[config.mk]
export PLATFORM = sky130hd
export DESIGN_NAME = ibsp_port
export DESIGN_NICKNAME = d
export VERILOG_FILES = /design/src/rtl/ibsp_pkg.sv /design/src/rtl/ibsp_lane_mem.sv /design/src/rtl/ibsp_port.sv
export SDC_FILE = /design/constraint.sdc
export NUM_CORES = 2
export LEC_CHECK = 0
export ABC_AREA = 0
export BUFFER_PORTS_ARGS = -buffer_cell sky130_fd_sc_hd__buf_2
export CAP_MARGIN = 30
export CORE_MARGIN = 2
export CORE_UTILIZATION = 30
export CTS_BUF_LIST = sky130_fd_sc_hd__clkbuf_16
export CTS_CLUSTER_SIZE = 12
export DETAILED_ROUTE_END_ITERATION = 7
export HOLD_SLACK_MARGIN = 0.1
export PLACE_DENSITY = 0.47
export SYNTH_ARGS = -nofsm -noshare
export SYNTH_HDL_FRONTEND = slang
export SYNTH_HIERARCHICAL = 1
export SYNTH_SLANG_ARGS = --single-unit
[constraint.sdc]
create_clock -name clk_in -period 3.34 [get_ports clk_in]
set_input_delay 0.668 -clock clk_in [delete_from_list [all_inputs] [get_ports clk_in]]
set_output_delay 0.668 -clock clk_in [all_outputs]
set_load 0.01 [all_outputs]
[src/rtl/ibsp_pkg.sv]
// Purpose: shared constants for the inbound bus slave port
// Assumes: single clock, synchronous active-low reset
// Notes:   request and response codes, register map, reset values
package ibsp_pkg;

  // request field widths
  localparam int CTRL_W = 8;
  localparam int ADDR_W = 32;
  localparam int TAG_W  = 6;
  localparam int URG_W  = 2;

  // request control codes
  localparam logic [CTRL_W-1:0] REQ_READ  = 8'h00;
  localparam logic [CTRL_W-1:0] REQ_WRITE = 8'h80;

  // response control codes, error flag ored in
  localparam logic [CTRL_W-1:0] RSP_READ  = 8'h00;
  localparam logic [CTRL_W-1:0] RSP_WRITE = 8'h10;
  localparam logic [CTRL_W-1:0] RSP_ERR   = 8'h01;

  // avalon register map, byte addresses
  localparam int                AV_AW       = 4;
  localparam logic [AV_AW-1:0]  OFS_CTRL    = 4'h0;
  localparam logic [AV_AW-1:0]  OFS_STATUS  = 4'h4;
  localparam logic [AV_AW-1:0]  OFS_ERRCNT  = 4'h8;
  localparam int                CTRL_EN_BIT = 0;
  localparam logic              EN_RESET    = 1'b1;
  localparam int                CNT_W       = 16;

  // port state machine, one-hot
  typedef enum logic [1:0] {
    ST_IDLE = 2'b01,
    ST_RESP = 2'b10
  } ibsp_state_t;

endpackage : ibsp_pkg

[src/rtl/ibsp_lane_mem.sv]
// Purpose: local word store served by the inbound port
// Assumes: write and read index come from the same request
// Notes:   read is combinational, write per byte lane at clock edge
`timescale 1ns/1ps
`default_nettype none
module ibsp_lane_mem
  import ibsp_pkg::*;
#(
  parameter int W     = 32,
  parameter int DEPTH = 16
) (
  input  wire logic                     clk_in,
  input  wire logic                     nrst_in,
  input  wire logic                     we_in,
  input  wire logic [$clog2(DEPTH)-1:0] idx_in,
  input  wire logic [W-1:0]             wdata_in,
  input  wire logic [W/8-1:0]           lanes_in,
  output logic      [W-1:0]             rdata_out
);

  typedef struct packed {
    logic [DEPTH-1:0][W-1:0] word;
  } ibsp_mem_t;

  ibsp_mem_t mem_q;
  ibsp_mem_t mem_d;

  // byte-lane merge into the addressed word
  always_comb begin
    mem_d = mem_q;
    if (we_in) begin
      for (int b = 0; b < W/8; b++) begin
        if (lanes_in[b]) begin
          mem_d.word[idx_in][b*8 +: 8] = wdata_in[b*8 +: 8];
        end
      end
    end
  end

  // storage clears at reset
  always_ff @(posedge clk_in) begin
    if (!nrst_in) begin
      mem_q <= '0;
    end else begin
      mem_q <= mem_d;
    end
  end

  assign rdata_out = mem_q.word[idx_in];

endmodule // ibsp_lane_mem
`default_nettype wire

[src/rtl/ibsp_port.sv]
// Purpose: inbound bus slave port answering tagged requests from a local store
// Assumes: master keeps request signals stable while unaccepted
// Notes:   one request in flight; accept drops while a response is pending
//
// Contract
// RQ1 - request signals are ignored whenever inbound request valid is low
// RQ2 - request moves only in a cycle with both valid and accept high
// RQ3 - master drives an 8-bit control field giving type and block size
// RQ4 - master gives a 32-bit address aligned to the transfer size
// RQ5 - write kinds carry their data on the request payload
// RQ6 - request and response payloads share one width: 32, 64 or 128
// RQ7 - one lane enable per payload byte marks valid bytes
// RQ8 - each response carries the 6-bit tag of its request
// RQ9 - tags may repeat and come in any order; nothing relies on them
// RQ10 - master drives 2-bit urgency, 0 lowest, 3 highest
// RQ11 - a processor master issues its requests at urgency 2
// RQ12 - response urgency equals the urgency of its request
// RQ13 - response valid qualifies all other response signals
// RQ14 - response moves only in a cycle with valid and master accept high
// RQ15 - 8-bit response control gives response type and error status
// RQ16 - valid without accept holds valid and qualified signals stable
//
// The register addresses and the Avalon-MM interface to the registers were decided locally.
`timescale 1ns/1ps
`default_nettype none
module ibsp_port
  import ibsp_pkg::*;
#(
  parameter int PW    = 32, // one width for request and response payloads [RQ6]
  parameter int DEPTH = 16
) (
  input  wire logic              clk_in,
  input  wire logic              nrst_in,
  input  wire logic              inbound_request_valid_in,
  input  wire logic [CTRL_W-1:0] inbound_request_control_in,
  input  wire logic [ADDR_W-1:0] inbound_request_address_in,
  input  wire logic [PW-1:0]     inbound_request_payload_in,
  input  wire logic [PW/8-1:0]   inbound_lane_enables_in,
  input  wire logic [TAG_W-1:0]  inbound_request_tag_in,
  input  wire logic [URG_W-1:0]  inbound_request_urgency_in,
  output logic                   slave_accepts_request_out,
  output logic                   outbound_response_valid_out,
  output logic      [CTRL_W-1:0] outbound_response_control_out,
  output logic      [PW-1:0]     outbound_response_payload_out,
  output logic      [TAG_W-1:0]  outbound_response_tag_out,
  output logic      [URG_W-1:0]  outbound_response_urgency_out,
  input  wire logic              master_accepts_response_in,
  input  wire logic [AV_AW-1:0]  avs_address_in,
  input  wire logic              avs_read_in,
  input  wire logic              avs_write_in,
  input  wire logic [31:0]       avs_writedata_in,
  input  wire logic [3:0]        avs_byteenable_in,
  output logic      [31:0]       avs_readdata_out,
  output logic                   avs_waitrequest_out
);

  localparam int ALSB = $clog2(PW/8);
  localparam int IDXW = $clog2(DEPTH);

  typedef struct packed {
    ibsp_state_t       state;
    logic              accept;
    logic              rvalid;
    logic [CTRL_W-1:0] rctrl;
    logic [PW-1:0]     rdata;
    logic [TAG_W-1:0]  rtag;
    logic [URG_W-1:0]  rurg;
    logic              enable;
    logic [CNT_W-1:0]  req_cnt;
    logic [CNT_W-1:0]  err_cnt;
    logic              wait_n;
    logic [31:0]       av_rdata;
  } ibsp_regs_t;

  ibsp_regs_t r_q;
  ibsp_regs_t r_d;

  logic            taken;
  logic            is_write;
  logic            bad;
  logic            mem_we;
  logic [IDXW-1:0] mem_idx;
  logic [PW-1:0]   mem_rdata;
  logic            av_go;

  // request decode: type, alignment and range checks
  always_comb begin
    taken    = inbound_request_valid_in && r_q.accept; // [RQ1] [RQ2]
    is_write = (inbound_request_control_in == REQ_WRITE);
    bad      = ((inbound_request_control_in != REQ_READ) && !is_write)
             || (inbound_request_address_in[ALSB-1:0] != '0)
             || (inbound_request_address_in[ADDR_W-1:ALSB+IDXW] != '0);
    mem_idx  = inbound_request_address_in[ALSB +: IDXW];
    mem_we   = taken && is_write && !bad;
    av_go    = (avs_read_in || avs_write_in) && r_q.wait_n;
  end

  // local store, lane-enabled writes
  ibsp_lane_mem #(
    .W     (PW),
    .DEPTH (DEPTH)
  ) u_mem (
    .clk_in    (clk_in),
    .nrst_in   (nrst_in),
    .we_in     (mem_we),
    .idx_in    (mem_idx),
    .wdata_in  (inbound_request_payload_in),
    .lanes_in  (inbound_lane_enables_in),
    .rdata_out (mem_rdata)
  );

  // next-state logic for port and register slave
  always_comb begin
    r_d = r_q;
    case (r_q.state)
      ST_IDLE: begin
        if (taken) begin // [RQ2]
          r_d.state  = ST_RESP;
          r_d.accept = 1'b0;
          r_d.rvalid = 1'b1; // [RQ13]
          r_d.rtag   = inbound_request_tag_in; // [RQ8] [RQ9]
          r_d.rurg   = inbound_request_urgency_in; // [RQ12]
          r_d.rctrl  = (is_write ? RSP_WRITE : RSP_READ) | (bad ? RSP_ERR : '0); // [RQ15]
          r_d.rdata  = (is_write || bad) ? '0 : mem_rdata;
          r_d.req_cnt = r_q.req_cnt + 1'b1;
          if (bad) begin
            r_d.err_cnt = r_q.err_cnt + 1'b1;
          end
        end else begin
          r_d.accept = r_q.enable;
        end
      end
      ST_RESP: begin
        // hold response until the master takes it
        if (master_accepts_response_in) begin // [RQ14] [RQ16]
          r_d.state  = ST_IDLE;
          r_d.rvalid = 1'b0;
          r_d.accept = r_q.enable;
        end
      end
      default: begin
        r_d.state  = ST_IDLE;
        r_d.rvalid = 1'b0;
        r_d.accept = 1'b0;
      end
    endcase
    // avalon slave: one wait cycle, then one ready cycle
    r_d.wait_n = 1'b1;
    if (av_go) begin
      r_d.wait_n = 1'b0;
      if (avs_address_in == OFS_CTRL) begin
        r_d.av_rdata = {31'h0, r_q.enable};
      end else if (avs_address_in == OFS_STATUS) begin
        r_d.av_rdata = {r_q.req_cnt, 15'h0, r_q.rvalid};
      end else if (avs_address_in == OFS_ERRCNT) begin
        r_d.av_rdata = {16'h0, r_q.err_cnt};
      end else begin
        r_d.av_rdata = 32'h0;
      end
    end
    if (avs_write_in && !r_q.wait_n && avs_byteenable_in[0]) begin
      if (avs_address_in == OFS_CTRL) begin
        r_d.enable = avs_writedata_in[CTRL_EN_BIT];
        if (r_q.state == ST_IDLE && !taken) begin
          r_d.accept = avs_writedata_in[CTRL_EN_BIT];
        end
      end else if (avs_address_in == OFS_ERRCNT) begin
        r_d.err_cnt = '0;
      end
    end
  end

  // state register
  always_ff @(posedge clk_in) begin
    if (!nrst_in) begin
      r_q          <= '0;
      r_q.state    <= ST_IDLE;
      r_q.enable   <= EN_RESET;
      r_q.wait_n   <= 1'b1;
    end else begin
      r_q <= r_d;
    end
  end

  // outputs straight from flops
  assign slave_accepts_request_out     = r_q.accept;
  assign outbound_response_valid_out   = r_q.rvalid;
  assign outbound_response_control_out = r_q.rctrl;
  assign outbound_response_payload_out = r_q.rdata;
  assign outbound_response_tag_out     = r_q.rtag;
  assign outbound_response_urgency_out = r_q.rurg;
  assign avs_readdata_out              = r_q.av_rdata;
  assign avs_waitrequest_out           = r_q.wait_n;
endmodule // ibsp_port
`default_nettype wire

==> impl_metrics.ini <==
[outcome]
outcome = complete, no violations

[detailed_routing]
drt-initial-drc-count = 2100
routedWlPerCell_um = 21.9
ant_nets = 0
finalWirelength_um = 97800
vias_per_cell = 5.51
route.detailed.drc = 0
drtPass1Iterations = 5
dr_total_vias = 24600

[placement]
hpwl_um = 53600
preCtsSetupSlack_ns = 0.0412
gp_congestion = 0.710
portBuffers = 172

[critical_path]
endpoint_kind = flop
crit_arrival_ns = 3.21
startpoint = inbound_request_address_in[1]
reg2reg_from = r_q[117]
path_max_fanout = 32
path_class = in -> reg
cp.required_ns = 3.89
critical_path.startpoint_type = input pin

[pwr]
ir_drop_mv = 0.381
power_mw = 16.5
power_density_mw_per_mm2 = 488
cellLeakagePower_nw = 11.1

[sta]
timing.final.ws_setup_ns = 0.680
report.final.slew_viol_count = 0
slew_headroom_pct = 31.8
worst_pin_slew_ns = 1.02
fin_crit_sh_pct = 79.6
skew_ns = 0.0315
period_needed_ns = 2.66
final.setup.tns_ns = 0
fmax_ghz = 0.376
setup_viol = 0
rsz0062_at_grt = false
finalHoldViolCount = 0

[floorplan]
die_y_um = 320
io_pins = 213
die-area_mm2 = 0.103
rows = 116
dieWidth_um = 320
start_util_pct = 30.1
core-area_mm2 = 0.0997

[global_routing]
grt_start_max_net_pins = 187
grt-ovfl-total = 0
antenna_found_initial = 12
grt_pass1_vias = 24200
track_usage_pct = 18.8
grt_pass1_wl_um = 152000

[cells_and_area]
fillCellCount = 10100
fin_util_pct = 33.9
multi_input_area_mm2 = 0.0151
nets = 3236
antennaDiodeCount = 0
synthToLayoutAreaGrowth_pct = 12.7
register_area_mm2 = 0.0125
drive_above_1_share_pct = 16.9

[synthesis]
async_flop_share_pct = 0
synth_edf_count = 0
synth_top_flop_cell = dfxtp_1
avgSynthCellArea_um2 = 9.23
ys_ff_latch = 624
synthTopCellsByArea = dfxtp_1 (42%), mux4_2 (9.6%), nand3_1 (8.7%)
synth_cell_types = 61
synth_area_mm2 = 0.0300
yosysSeqAreaShare_pct = 41.6
ys_warn_count = 6
synth.most_common_cell = dfxtp_1
synthTopCellsByCount = dfxtp_1 (624), nand3_1 (525), o21ai_0 (525), a21boi_0 (320), clkbuf_1 (247)
yosysTopAreaCell = dfxtp_1
yosys.area.top_type_share_pct = 41.6
syn-instance-count = 3255

[clock_network]
cts_hold_buf = 0
cts_root_buffer = clkbuf_16
htree_levels = 3
cts_sinks = 624
cts_made_buffers = 75
path_clk_slew_ns = 0.06
post_cts.resized_instances = 0
clock_latency_ns = 0.66
cts_setup_buffers = 0
tritoncts = yes
cts_buffer_depth = 3

[min_path]
hp-start = avs_read_in
hp-class = in -> reg

[flow_run]
drv_cap = 0
==> worst max-delay path: stages <==
cell	delay [ns]
buf_2	0.09
nor4_1	0.31
nand4_1	0.28
or3_1	0.42
nor3_2	0.29
buf_12	0.23
and4_1	0.36
buf_4	0.21
nand3_1	0.08
a21boi_0	0.20
==> per-layer routing <==
| layer | part of all wire [%] | up-vias | GRT usage [%] | wire length [µm] |
|---|---|---|---|---|
| met5 | 0.11 | - | 0 | 110 |
| met4 | 1.7 | 16 | 4.40 | 1660 |
| met3 | 5.9 | 136 | 3.81 | 5800 |
| met2 | 45 | 576 | 29.2 | 43600 |
| met1 | 48 | 12300 | 26.6 | 46600 |
| li1 | - | 11600 | - | - |
==> per-stage QoR <==
stage | area (µm²) | std cells | hold WS, ns
finish | 33800 | 4457 | 0.265
global route | 33800 | 4457 | 0.258
CTS | 33800 | 4457 | 0.223
detailed placement | 31500 | 4323 | 0.436
global placement | 31500 | 4322 | 0.433
floorplan | 30100 | 3260 | 0.444
==> kinds of logic (layout without fill, tap and decap cells) <==
logic type                 after synthesis  in the layout  share of synthesized area [%]
buffers and inverters                  516            415                           8.71
DFF                                    624            624                           41.6
and+or+nand+nor                        754            754                           13.4
adders and majority gates                4              4                          0.167
other                                    1              6                         0.0125
AOI/OAI and AO/OA                     1212           1212                           26.0
muxes                                  130            130                           9.67
xor gates and xnor gates                14             14                          0.408
==> state kept, by name, indices dropped and copies added, names as in the netlist <==
register / cells
avs_readdata_out: 32
avs_waitrequest_out: 1
outbound_response_control_out: 2
outbound_response_payload_out: 32
outbound_response_tag_out: 6
outbound_response_urgency_out: 2
outbound_response_valid_out: 1
r_q: 35
slave_accepts_request_out: 1
u_mem/mem_q: 512
==> cells in the final DEF, fill, tap and decap left out, drive strengths merged, types with 33 or more instances in the layout <==
cell / instances
a22oi: 97
buf: 275
a21boi: 526
clkbuf: 76
mux4: 128
a22o: 33
nand2: 69
nand3: 525
o21ai: 526
nor2b: 41
dfxtp: 624
inv: 35
==> power breakdown <==
group | switching (mW) | internal, mW | total (mW)
Sequential | 0.0255 | 7.47 | 7.50
Combinational | 0.818 | 0.364 | 1.18
Clock | 3.44 | 4.39 | 7.83
Total | 4.29 | 12.2 | 16.5
==> worst paths after layout <==
check,endpoint,cells after the start,slack (ns)
hold reg to reg,avs_waitrequest_out,1,0.44
hold / removal,avs_waitrequest_out,2,0.27
setup / recovery,u_mem/mem_q[400],10,0.68
setup reg to reg,r_q[61],8,0.98
==> cell type report <==
type | instances | share of cell area, %
Inverter | 6 | 0.0666
Clock inverter | 58 | 1.20
Tap cell | 1298 | 4.80
Sequential cell | 624 | 36.9
Multi-Input combinational cell | 2120 | 44.5
Clock buffer | 76 | 5.62
Timing Repair Buffer | 275 | 6.87
Power figures use the tool's default switching activity.
